[src/inc/pcac_defines.svh]
`ifndef PCAC_DEFINES_SVH
`define PCAC_DEFINES_SVH
// Core clock figures
`define PCAC_CLK_HZ 20000000
// Conversion periods in microseconds (10 Hz and 16.7 Hz)
`define PCAC_PERIOD_SLOW_US 100000
`define PCAC_PERIOD_FAST_US 60000
// Settling times in milliseconds
`define PCAC_SETTLE_SLOW_MS 300
`define PCAC_SETTLE_FAST_MS 120
// Oscillator start-up time in microseconds
`define PCAC_OSC_START_US 1000
// Serial word layout
`define PCAC_RESULT_W 20
`define PCAC_WORD_W 32
`define PCAC_ZERO_PAD 4'h0
// Transfer check patterns
`define PCAC_PAT_GOOD 2'h1
`define PCAC_PAT_BAD 2'h0
// Device identity bits, value arbitrary
`define PCAC_ID_BITS 2'h2
// Offset binary midscale code
`define PCAC_MIDSCALE 20'h80000
`endif

[src/inc/pcac_pkg.sv]
package pcac_pkg;
  typedef enum logic [1:0] {PCAC_OFF, PCAC_START, PCAC_SETTLE, PCAC_RUN} pcac_state_type;
  typedef struct packed {
    pcac_state_type st;
    logic [1:0] cfg_s1;
    logic [1:0] cfg_s2;
    logic [2:0] sclk_s;
    logic [22:0] cnt;
    logic [1:0] conv_left;
    logic [19:0] result;
    logic err;
    logic [31:0] shreg;
    logic [5:0] bits;
    logic ready_n;
    logic dout;
    logic bad_xfer;
    logic filt_cur;
    logic gain_cur;
  } pcac_regs_type;
endpackage

[src/rtl/pcac_ctrl.sv]
`timescale 1ns/1ps
`default_nettype none
`include "pcac_defines.svh"
// Operation
// - Filter pin low selects 16.7 Hz, high selects 10 Hz.
// - Filter pin change resets modulator and filter, ready high, restarts.
// - First result after full settling, then one per update period.
// - Settling is 300 ms for 10 Hz, 120 ms for 16.7 Hz.
// - Every completed conversion updates the result register.
// - Ready stays high after filter change until settling elapses.
// - Gain pin low selects 128, high selects 1.
// - Gain pin change resets conversion and holds ready high through settling.
// - First result after gain change follows full settling time.
// - Sleep pin low stops oscillator, opens bridge switch, floats data line.
// - Sleep pin low resets control, serial, filter and modulator.
// - After sleep release wait 1 ms, then sample, close switch, drive line.
// - Full internal reset happens automatically at power-up.
// - Results use offset binary coding, midscale is top bit set.
// - Result is 20 bits, code is 2^19 times one plus scaled input.
// - Data line goes low when a new result waits.
// - Read shifts 20-bit result, four zeros, then eight status bits.
// - Result read once; line high after read and before unread update.
// - Trailing check bits read 01 for good transfer, 00 for faulty.
module pcac_ctrl (
  // Clock and power-up reset
  input wire logic core_clk,
  input wire logic rst,
  // Configuration pins, asynchronous
  input wire logic sleep_clear_n,
  input wire logic filter_sel,
  input wire logic gain_sel,
  // Serial link clock from host, asynchronous
  input wire logic sclk,
  // Converted sample from modulator, offset binary, same clock
  input wire logic [19:0] sample_code,
  input wire logic sample_over,
  // Analog side controls
  output logic mod_run,
  output logic gain_is_128,
  output logic filter_is_slow,
  output logic bridge_low_side_switch,
  // Ready/data pin, two-signal form (data and enable); oe low means driving
  output logic dout_rdy_o,
  output logic dout_rdy_oe_n
);
  import pcac_pkg::*;

  localparam int unsigned CYC_PER_US = `PCAC_CLK_HZ / 1000000;
  localparam logic [22:0] SLOW_PERIOD = 23'(`PCAC_PERIOD_SLOW_US * CYC_PER_US);
  localparam logic [22:0] FAST_PERIOD = 23'(`PCAC_PERIOD_FAST_US * CYC_PER_US);
  localparam logic [22:0] OSC_START = 23'(`PCAC_OSC_START_US * CYC_PER_US);
  // All three spans fit in 23 bits: the longest is 2,000,000 core cycles.
  // A faster core clock would need a wider counter field in the package.

  // Settling as conversion counts
  // Settling expressed as conversion periods: 300/100 and 120/60
  // Keeping settling as a whole number of periods means the settle state
  // can share the update-rate timer instead of running a second counter.
  localparam logic [1:0] SLOW_CONV = 2'(`PCAC_SETTLE_SLOW_MS * 1000 / `PCAC_PERIOD_SLOW_US);
  localparam logic [1:0] FAST_CONV = 2'(`PCAC_SETTLE_FAST_MS * 1000 / `PCAC_PERIOD_FAST_US);

  pcac_regs_type q_r, q_nxt;

  // Period for the chosen filter
  function automatic logic [22:0] period_of(input logic slow);
    period_of = slow ? SLOW_PERIOD : FAST_PERIOD;
  endfunction

  // Conversions needed for settling
  function automatic logic [1:0] settle_of(input logic slow);
    settle_of = slow ? SLOW_CONV : FAST_CONV;
  endfunction

  // Check bits in status byte
  // Status byte appended to each read
  // Bit order: ready, filter, error, two identity bits, gain, two check bits.
  // The check bits report on the previous transfer, so a host that lost
  // clocks last time learns it from the next word.
  function automatic logic [7:0] status_of(input logic rdy, input logic slow, input logic err,
                                           input logic gain1, input logic bad);
    status_of = {rdy, slow, err, `PCAC_ID_BITS, gain1, bad ? `PCAC_PAT_BAD : `PCAC_PAT_GOOD};
  endfunction

  // Synchronised pin levels
  logic filt_hold;
  logic gain_hold;
  logic sleep_hold;
  // Levels as seen by the next-state logic
  logic filt_s;
  logic gain_s;
  // Serial clock edges found in the core clock domain
  logic sclk_rise;
  logic sclk_fall;
  // Pin change against the configuration in use
  logic cfg_change;
  // Settling conversions for the filter now on the pin
  logic [1:0] conv_cnt;
  // Two-stage synchroniser for sleep, filter and gain pins
  logic [2:0] pin_s1_r;
  logic [2:0] pin_s2_r;

  // Only the second synchroniser stage is read by any logic
  assign filt_s = filt_hold;

  // Pin synchronisers kept apart from the struct to keep lanes clear
  always_ff @(posedge core_clk) begin
    if (rst) begin
      pin_s1_r <= 3'h0;
      pin_s2_r <= 3'h0;
    end else begin
      pin_s1_r <= {sleep_clear_n, filter_sel, gain_sel};
      pin_s2_r <= pin_s1_r;
    end
  end
  assign sleep_hold = pin_s2_r[2];
  assign filt_hold = pin_s2_r[1];
  assign gain_hold = pin_s2_r[0];
  assign gain_s = gain_hold;
  // Serial clock passes stages 0 and 1; stage 2 is the delayed copy for edges.
  // The host clock is at least four core cycles per half period, so no
  // edge is lost; a faster link clock would need a faster core clock.
  assign sclk_rise = q_r.sclk_s[1] & ~q_r.sclk_s[2];
  assign sclk_fall = ~q_r.sclk_s[1] & q_r.sclk_s[2];
  assign conv_cnt = settle_of(filt_s);

  // Next-state logic for everything but the pin synchronisers
  always_comb begin
    q_nxt = q_r;
    q_nxt.sclk_s = {q_r.sclk_s[1:0], sclk};
    q_nxt.cfg_s1 = 2'h0;
    q_nxt.cfg_s2 = {1'b0, sleep_hold};
    cfg_change = (filt_s != q_r.filt_cur) || (gain_s != q_r.gain_cur);
    case (q_r.st)
      PCAC_OFF: begin
        q_nxt.ready_n = 1'b1;
        q_nxt.dout = 1'b1;
        q_nxt.bits = 6'h0;
        q_nxt.cnt = 23'h0;
        q_nxt.bad_xfer = 1'b0;
        q_nxt.result = `PCAC_MIDSCALE;
        if (sleep_hold) begin
          q_nxt.st = PCAC_START;
        end
      end
      PCAC_START: begin
        q_nxt.cnt = q_r.cnt + 23'h1;
        if (q_r.cnt == OSC_START - 23'h1) begin
          q_nxt.st = PCAC_SETTLE;
          q_nxt.cnt = 23'h0;
          q_nxt.filt_cur = filt_s;
          q_nxt.gain_cur = gain_s;
          q_nxt.conv_left = conv_cnt;
        end
      end
      PCAC_SETTLE, PCAC_RUN: begin
        q_nxt.cnt = q_r.cnt + 23'h1;
        // Shift out on falling link clock edges while a result waits
        if (!q_r.ready_n && sclk_fall && q_r.bits != 6'(`PCAC_WORD_W)) begin
          q_nxt.dout = q_r.shreg[31];
          q_nxt.shreg = {q_r.shreg[30:0], 1'b1};
          q_nxt.bits = q_r.bits + 6'h1;
        end
        // Line returns high once the word has gone out
        if (!q_r.ready_n && sclk_rise && q_r.bits == 6'(`PCAC_WORD_W)) begin
          q_nxt.ready_n = 1'b1;
          q_nxt.dout = 1'b1;
        end
        if (q_r.cnt == period_of(q_r.filt_cur) - 23'h2) begin
          // Unread result withdrawn just before update; partial read marked bad
          q_nxt.bad_xfer = (q_r.bits != 6'h0) && (q_r.bits != 6'(`PCAC_WORD_W));
          q_nxt.ready_n = 1'b1;
          q_nxt.dout = 1'b1;
        end
        if (q_r.cnt == period_of(q_r.filt_cur) - 23'h1) begin
          q_nxt.cnt = 23'h0;
          // Every conversion lands in the register
          q_nxt.result = sample_code;
          q_nxt.err = sample_over;
          q_nxt.bits = 6'h0;
          if (q_r.st == PCAC_SETTLE && q_r.conv_left > 2'h1) begin
            q_nxt.conv_left = q_r.conv_left - 2'h1;
          end else begin
            // Present the new word, ready low
            q_nxt.st = PCAC_RUN;
            q_nxt.ready_n = 1'b0;
            q_nxt.dout = 1'b0;
            q_nxt.shreg = {sample_code, `PCAC_ZERO_PAD,
                           status_of(1'b0, q_r.filt_cur, sample_over, q_r.gain_cur, q_r.bad_xfer)};
          end
        end
        // Restart on config change, ready forced high
        if (cfg_change) begin
          q_nxt.st = PCAC_SETTLE;
          q_nxt.cnt = 23'h0;
          q_nxt.filt_cur = filt_s;
          q_nxt.gain_cur = gain_s;
          q_nxt.conv_left = conv_cnt;
          q_nxt.ready_n = 1'b1;
          q_nxt.dout = 1'b1;
          q_nxt.bits = 6'h0;
        end
      end
      default: q_nxt.st = PCAC_OFF;
    endcase
    if (!sleep_hold) begin
      q_nxt.st = PCAC_OFF;
      q_nxt.cnt = 23'h0;
    end
  end

  // Power-up reset clears state
  // The serial clock stages reset to its idle high level, so the first
  // sample after reset cannot be mistaken for a rising edge.
  always_ff @(posedge core_clk) begin
    if (rst) begin
      q_r <= '{
        st: PCAC_OFF,
        cfg_s1: 2'h0,
        cfg_s2: 2'h0,
        sclk_s: 3'h7,
        cnt: 23'h0,
        conv_left: 2'h0,
        result: `PCAC_MIDSCALE,
        err: 1'b0,
        shreg: 32'h0,
        bits: 6'h0,
        ready_n: 1'b1,
        dout: 1'b1,
        bad_xfer: 1'b0,
        filt_cur: 1'b0,
        gain_cur: 1'b0
      };
    end else begin
      q_r <= q_nxt;
    end
  end

  // Config to analog side
  // These follow the configuration in use, not the raw pins, so the analog
  // side switches in the same cycle as the modulator restart.
  assign filter_is_slow = q_r.filt_cur;
  assign gain_is_128 = ~q_r.gain_cur;
  // Bridge switch and modulator only after start-up
  assign mod_run = (q_r.st == PCAC_SETTLE) || (q_r.st == PCAC_RUN);
  assign bridge_low_side_switch = mod_run;
  assign dout_rdy_o = q_r.dout;
  assign dout_rdy_oe_n = ~mod_run;
endmodule // pcac_ctrl
`default_nettype wire

[config.mk]
export PLATFORM = sky130hd
export DESIGN_NAME = pcac_ctrl
export DESIGN_NICKNAME = d
export VERILOG_FILES = /design/src/inc/pcac_pkg.sv /design/src/rtl/pcac_ctrl.sv
export VERILOG_INCLUDE_DIRS = /design/src /design/src/inc
export SDC_FILE = /design/constraint.sdc
export NUM_CORES = 1
export LEC_CHECK = 0
export ABC_AREA = 1
export ABC_CLOCK_PERIOD_IN_PS = 1690
export BUFFER_PORTS_ARGS = -buffer_cell sky130_fd_sc_hd__buf_2
export CAP_MARGIN = 30
export CORE_ASPECT_RATIO = 1.25
export CORE_MARGIN = 5
export CORE_UTILIZATION = 54
export DETAILED_ROUTE_END_ITERATION = 12
export HOLD_SLACK_MARGIN = 0.02
export PLACE_DENSITY = 0.75
export REMOVE_ABC_BUFFERS = 1
export SKIP_LAST_GASP = 1
export SLEW_MARGIN = 30
export SYNTH_ARGS = -nofsm -noshare
export SYNTH_HDL_FRONTEND = slang
export SYNTH_SLANG_ARGS = --single-unit
[constraint.sdc]
create_clock -name core_clk -period 1.69 [get_ports core_clk]
set_input_delay 0.338 -clock core_clk [delete_from_list [all_inputs] [get_ports core_clk]]
set_output_delay 0.338 -clock core_clk [all_outputs]
set_load 0.02 [all_outputs]
==> flow_metrics.py, run 1 <==
metrics = {
    "power": {
        "swShare": 0.230,
        "pwr-share-comb": 0.045,
        "intPower_uw": 2700,
        "power_frac_seq": 0.537,
        "clockPowerShare": 0.418,
        "vdd_drop_max_v": 0.000722,
        "p_sw_uw": 807,
        "leakagePower_uw": 0.00238,
        "power_density_mw_per_mm2": 601,
        "p_total_uw": 3510,
    },
    "sta": {
        "setup_ws_ns": -0.0218,
        "rsz0062_at_grt": "yes",
        "finalCriticalPeriod_ns": 1.71,
        "drv_slew": 0,
        "hold_violations": 0,
        "relSlewSlack": 0.681,
        "min_period_over_period": 1.01,
        "setup-violations-final": 10,
        "worst_pin_slew_ns": 0.478,
        "fin_tns_setup_ns": -0.115,
        "fin_skew_ns": 0.0172,
        "max_freq_mhz": 584,
    },
    "placement": {
        "post-place-ws_ns": -0.0746,
        "place.gp.congestion": 0.868,
        "dp_hpwl_mm": 8.04,
        "placed_cells_incl_taps": 866,
        "buffer_ports.inserted": 32,
    },
    "synthesis": {
        "ys_warn_count": 0,
        "syn_inst": 705,
        "ys_types": 39,
        "syn_area_mm2": 0.00471,
        "synth-edff-count": 0,
        "synth-seq-area-share": 0.336,
        "async_flop_share": 0,
        "synth_flop_cell": "dfxtp_1",
        "syn_area_per_cell_um2": 6.68,
        "ys_seq_elements": 79,
    },
    "setup_path": {
        "cp_max_fo": 8,
        "critPathCaptureType": "register",
        "r2r-start": "q_r[66]$_SDFF_PP0_",
        "arrival_ns": 1.97,
        "crit_start": "q_r[66]$_SDFF_PP0_",
        "cp_data_required_time_ns": 1.95,
        "start_kind": "register",
        "r2r_slack_ns": -0.02,
        "critical_path_class": "register to register",
    },
    "worst_hold_path": {
        "hold_path_class": "primary input to register",
        "worstHoldStart": "sclk",
    },
    "route": {
        "drt-total-wl_mm": 12.0,
        "post_drt_wl_per_cell_um": 13.4,
        "ant_nets": 0,
        "drc": 0,
        "viasPerCell": 5.34,
        "vias": 4777,
        "drt_pass1_iterations": 5,
        "drt_iter0_drc": 267,
    },
    "finish": {
        "nNetsFinal": 802,
        "final_common_cell": "nand2_1",
        "layout_common_cells": "nand2_1 (133), inv_1 (88), dfxtp_1 (70), nor2_1 (63), nand3_1 (45)",
        "syn2layout_area_growth_pct": 23.9,
        "fin_util": 0.678,
        "fin_cells": 894,
        "layout-drive-gt1-share": 0.284,
        "n_fill_cell": 732,
        "n_antenna_cell": 0,
    },
    "clock_network": {
        "cts.sinks": 79,
        "cts_max_path_buffers": 2,
        "clock_latency_ns": 0.37,
        "cts_root_buf": "clkbuf_8",
        "htree_levels": 3,
        "cts_tree": "built",
        "cts_made_buffers": 9,
        "cts.reportedPaths.clkPinSlew_ns": 0.08,
        "hold_buffers": 0,
    },
    "die": {
        "core_mm2": 0.00861,
        "die_w_um": 93.5,
        "die_h_um": 114,
        "initial_core_util": 0.547,
        "rows": 38,
        "die_area_mm2": 0.0107,
        "io_pins": 33,
    },
    "flow_run": {
        "drv_cap": 0,
    },
    "grt": {
        "grt_pass1_vias": 4378,
        "grt.total_usage": 0.220,
        "gr-total-overflow": 0,
        "grt_pass1_wl_mm": 19.1,
        "grt_max_degree": 46,
        "antenna_found_initial": 0,
    },
    "run_status": {
        "violations": "setup timing",
        "status": "finished, violations left",
    },
}
[flip-flops by register name (all words and copies together) (netlist names)]
register	count
q_nxt	2
pin_s2_r	3
pin_s1_r	3
dout_rdy_o	1
q_r	69
filter_is_slow	1
[metal layers]
metal	track usage	routed length, µm
met5	0	0
met4	0.0938	389
met3	0.0362	460
met2	0.383	6200
met1	0.266	4930
[worst max-delay path, cell delays in order, from the launching register on]
cell,delay [ns]
dfxtp_2,0.36
ha_4,0.16
nand2_4,0.06
nor2_4,0.14
nand4_1,0.14
nor2_4,0.19
nand2_4,0.08
nand2_4,0.11
nand2_4,0.07
nand2_8,0.08
clkbuf_16,0.17
nor2_2,0.04
[final timing paths]
path | end | cells past startpoint
setup / recovery | q_r[81]$_SDFF_PP0_ | 11
hold / removal | q_nxt[90]$_SDFF_PP1_ | 2
setup reg to reg | q_r[81]$_SDFF_PP0_ | 11
hold reg to reg | pin_s2_r[2]$_SDFF_PP0_ | 2
[per-stage QoR]
stage	hold WS, ns	instance area (µm²)
finish	0.154	5840
CTS	0.147	5360
global route	0.150	5840
detailed placement	0.397	5150
floorplan	0.388	4460
global placement	0.390	5150
[power groups by stage]
stage | clock network, µW | registers [µW] | logic (µW)
after floorplan | 0 | 1930 | 62.0
after global placement | 0 | 1930 | 137
after detailed placement | 0 | 1930 | 140
after CTS | 1490 | 1890 | 141
after global routing | 1570 | 1880 | 175
final | 1470 | 1880 | 158
[synth_stat cells, drive strengths merged (2+ instances only)]
cell type,count,area share
a21oi,47,0.052
buf,27,0.045
clkbuf,9,0.0072
dfxtp,79,0.34
ha,5,0.013
inv,100,0.080
nand2,166,0.14
nand3,55,0.061
nand3b,3,0.0048
nand4,37,0.054
nor2,100,0.10
nor3,11,0.017
nor3b,2,0.0032
o21ai,38,0.041
or2,2,0.0027
xnor2,9,0.017
xor2,8,0.015
[logic make-up (layout without fill, tap and decap cells)]
logic type / Yosys count / in the layout / synth area share
adders and majority gates: 5 / 5 / 0.0133
AOI/OAI and AO/OA: 90 / 90 / 0.100
xor gates and xnor gates: 17 / 17 / 0.0316
and+or+nand+nor: 378 / 378 / 0.387
buffers and inverters: 136 / 205 / 0.132
DFF: 79 / 79 / 0.336
[area by class of cell]
type / count / area, µm² / area share
sequential: 79 / 1600 / 0.275
multi-input combinational: 490 / 2770 / 0.474
timing repair buffer: 90 / 736 / 0.126
clock inverter: 2 / 38.8 / 0.00665
inverter: 100 / 380 / 0.0652
tap: 120 / 150 / 0.0257
clock buffer: 13 / 159 / 0.0272
[timing repair]
item                       in CTS  in global routing
gates resized for setup         7                 84
gates cloned                    0                  3
pin swaps                       2                 28
setup endpoints to repair      55                 70
buffers inserted                0                 10
No activity file was read; power rests on OpenSTA's default activity.
==> run 2: changes to the inputs <==
--- a/config.mk
+++ b/config.mk
@@ -8,14 +8,14 @@
 export LEC_CHECK = 0
 export ABC_AREA = 1
 export ABC_CLOCK_PERIOD_IN_PS = 1690
-export BUFFER_PORTS_ARGS = -buffer_cell sky130_fd_sc_hd__buf_2
+export BUFFER_PORTS_ARGS = -buffer_cell sky130_fd_sc_hd__clkbuf_2
 export CAP_MARGIN = 30
-export CORE_ASPECT_RATIO = 1.25
+export CORE_ASPECT_RATIO = 1.2
 export CORE_MARGIN = 5
-export CORE_UTILIZATION = 54
+export CORE_UTILIZATION = 55
 export DETAILED_ROUTE_END_ITERATION = 12
 export HOLD_SLACK_MARGIN = 0.02
-export PLACE_DENSITY = 0.75
+export PLACE_DENSITY = 0.77
 export REMOVE_ABC_BUFFERS = 1
 export SKIP_LAST_GASP = 1
 export SLEW_MARGIN = 30
==> run 2 against run 1 <==
  * The run still ends with setup timing left
  * Critical path type unchanged
  * Die area fell by 1.7%
  * Critical endpoint is now q_r[72]$_SDFF_PP0_
  * Highest routed layer unchanged
  * Total power fell by 1.9%
  * Critical path depth did not move
  * Cell count fell by 0.56%
==> flow_metrics.py, run 2 (synthesized netlist as in run 1, its figures left out) <==
metrics = {
    "run_status": {
        "status": "finished, violations left",
        "violations": "setup timing",
    },
    "route": {
        "ant_nets": 0,
        "drt_iter0_drc": 305,
        "post_drt_wl_per_cell_um": 14.2,
        "drc": 0,
        "viasPerCell": 5.38,
        "drt-total-wl_mm": 12.6,
        "vias": 4783,
        "drt_pass1_iterations": 5,
    },
    "worst_hold_path": {
        "hold_path_class": "primary input to register",
        "min_delay_path_depth": 3,
    },
    "power": {
        "leakagePower_uw": 0.00230,
        "clockPowerShare": 0.407,
        "power_density_mw_per_mm2": 606,
        "swShare": 0.240,
        "intPower_uw": 2610,
        "vdd_drop_max_v": 0.000649,
        "p_sw_uw": 826,
        "pwr-share-comb": 0.044,
        "power_frac_seq": 0.548,
    },
    "finish": {
        "largest_register_ffs": 69,
        "n_antenna_cell": 0,
        "layout_common_cells": "nand2_1 (149), inv_1 (85), dfxtp_1 (71), nor2_1 (64), nand3_1 (51)",
        "largest_register": "q_r",
        "reg_top3": "q_r: 69 flops, pin_s1_r: 3 flops, pin_s2_r: 3 flops",
        "nNetsFinal": 800,
        "layout-drive-gt1-share": 0.259,
        "final_common_cell": "nand2_1",
        "syn2layout_area_growth_pct": 20.5,
        "fin_cells": 889,
    },
    "sta": {
        "fin_tns_setup_ns": -1.21,
        "setup_ws_ns": -0.0669,
        "finalCriticalPeriod_ns": 1.76,
        "hold_violations": 0,
        "max_freq_mhz": 569,
        "fin_skew_ns": 0.00844,
        "drv_slew": 0,
        "setup-violations-final": 30,
        "worst_pin_slew_ns": 0.504,
        "relSlewSlack": 0.664,
        "min_period_over_period": 1.04,
        "rsz0062_at_grt": "yes",
    },
    "setup_path": {
        "arrival_ns": 2.00,
        "start_kind": "register",
        "critPathCaptureType": "register",
        "critical_path_class": "register to register",
        "cp_data_required_time_ns": 1.94,
        "reg2reg_depth": 11,
        "cp_max_fo": 8,
    },
    "die": {
        "die_h_um": 111,
        "rows": 37,
        "initial_core_util": 0.556,
        "die_w_um": 94.5,
        "core_mm2": 0.00847,
        "die_area_mm2": 0.0105,
        "io_pins": 33,
    },
    "clock_network": {
        "clock_latency_ns": 0.37,
        "cts.sinks": 79,
        "cts_made_buffers": 9,
        "htree_levels": 3,
        "cts_max_path_buffers": 2,
        "cts.reportedPaths.clkPinSlew_ns": 0.09,
        "cts_root_buf": "clkbuf_8",
        "hold_buffers": 0,
        "cts_tree": "built",
    },
    "placement": {
        "post-place-ws_ns": -0.105,
        "placed_cells_incl_taps": 859,
        "dp_hpwl_mm": 8.11,
        "place.gp.congestion": 0.938,
        "buffer_ports.inserted": 32,
    },
    "grt": {
        "antenna_found_initial": 0,
        "gr-total-overflow": 0,
        "use_met2": 0.382,
        "busiest_layer": "met2",
        "grt.total_usage": 0.226,
        "grt_max_degree": 46,
        "met3_usage": 0.0453,
        "use_met1": 0.278,
        "grt_pass1_wl_mm": 19.4,
        "grt_pass1_vias": 4389,
    },
    "flow_run": {
        "drv_cap": 0,
    },
}
## run 2: critical path, stage by stage (launching register included)
cell and delay (ns):
dfxtp_2 0.37, ha_4 0.16, nand2_4 0.06, nor2_4 0.13
nand4_1 0.19, nor2_4 0.21, nand2_4 0.08, nand2_4 0.08
nand2_2 0.06, nand2_4 0.12, buf_12 0.15, nor3_1 0.04
## run 2: path summary, 6_finish.rpt
check                                 to                    from  slack [ns]
hold / removal    pin_s1_r[0]$_SDFF_PP0_                gain_sel        0.15
setup / recovery      q_r[72]$_SDFF_PP0_      q_r[66]$_SDFF_PP0_       -0.07
hold reg to reg   pin_s2_r[0]$_SDFF_PP0_  pin_s1_r[0]$_SDFF_PP0_        0.41
setup reg to reg      q_r[72]$_SDFF_PP0_      q_r[66]$_SDFF_PP0_       -0.07
## run 2: metal layers
| layer | up-vias | wire length, µm |
|---|---|---|
| li1 | 2370 | - |
| met1 | 2221 | 5110 |
| met4 | 0 | 423 |
| met2 | 154 | 6420 |
| met5 | - | 0 |
| met3 | 38 | 640 |
## run 2: area by class of cell
cell class              instances  area [µm²]
clock buffers                  10         128
clock inverters                 5        58.8
fillers                       703        2800
inverters                     100         380
multi-input cells             491        2650
flip-flops and latches         79        1590
well taps                     117         146
repair buffers                 87         722
## run 2: power groups by stage
stage / combinational [µW] / sequential, µW / clock, µW
global placement: 137 / 1930 / 0
CTS: 143 / 1890 / 1420
global route: 168 / 1890 / 1500
detailed placement: 142 / 1930 / 0
finish: 153 / 1890 / 1400
floorplan: 62.0 / 1930 / 0
## run 2: through the flow
stage | instance area (µm²) | utilization | hold slack [ns] | power, µW
2_1_floorplan | 4460 | - | 0.388 | 1990
3_3_place_gp | 5130 | 0.605 | 0.390 | 2070
3_5_place_dp | 5130 | 0.605 | 0.397 | 2070
4_1_cts | 5400 | 0.638 | 0.140 | 3440
5_1_grt | 5680 | 0.670 | 0.156 | 3550
6_report | 5680 | 0.670 | 0.153 | 3440
## run 2: timing repair
item,CTS,global route
hold endpoints to repair,0,0
setup buffers,3,6
pin swaps,5,14
setup endpoints to repair,62,69
gates cloned,1,5
resized for setup,16,40
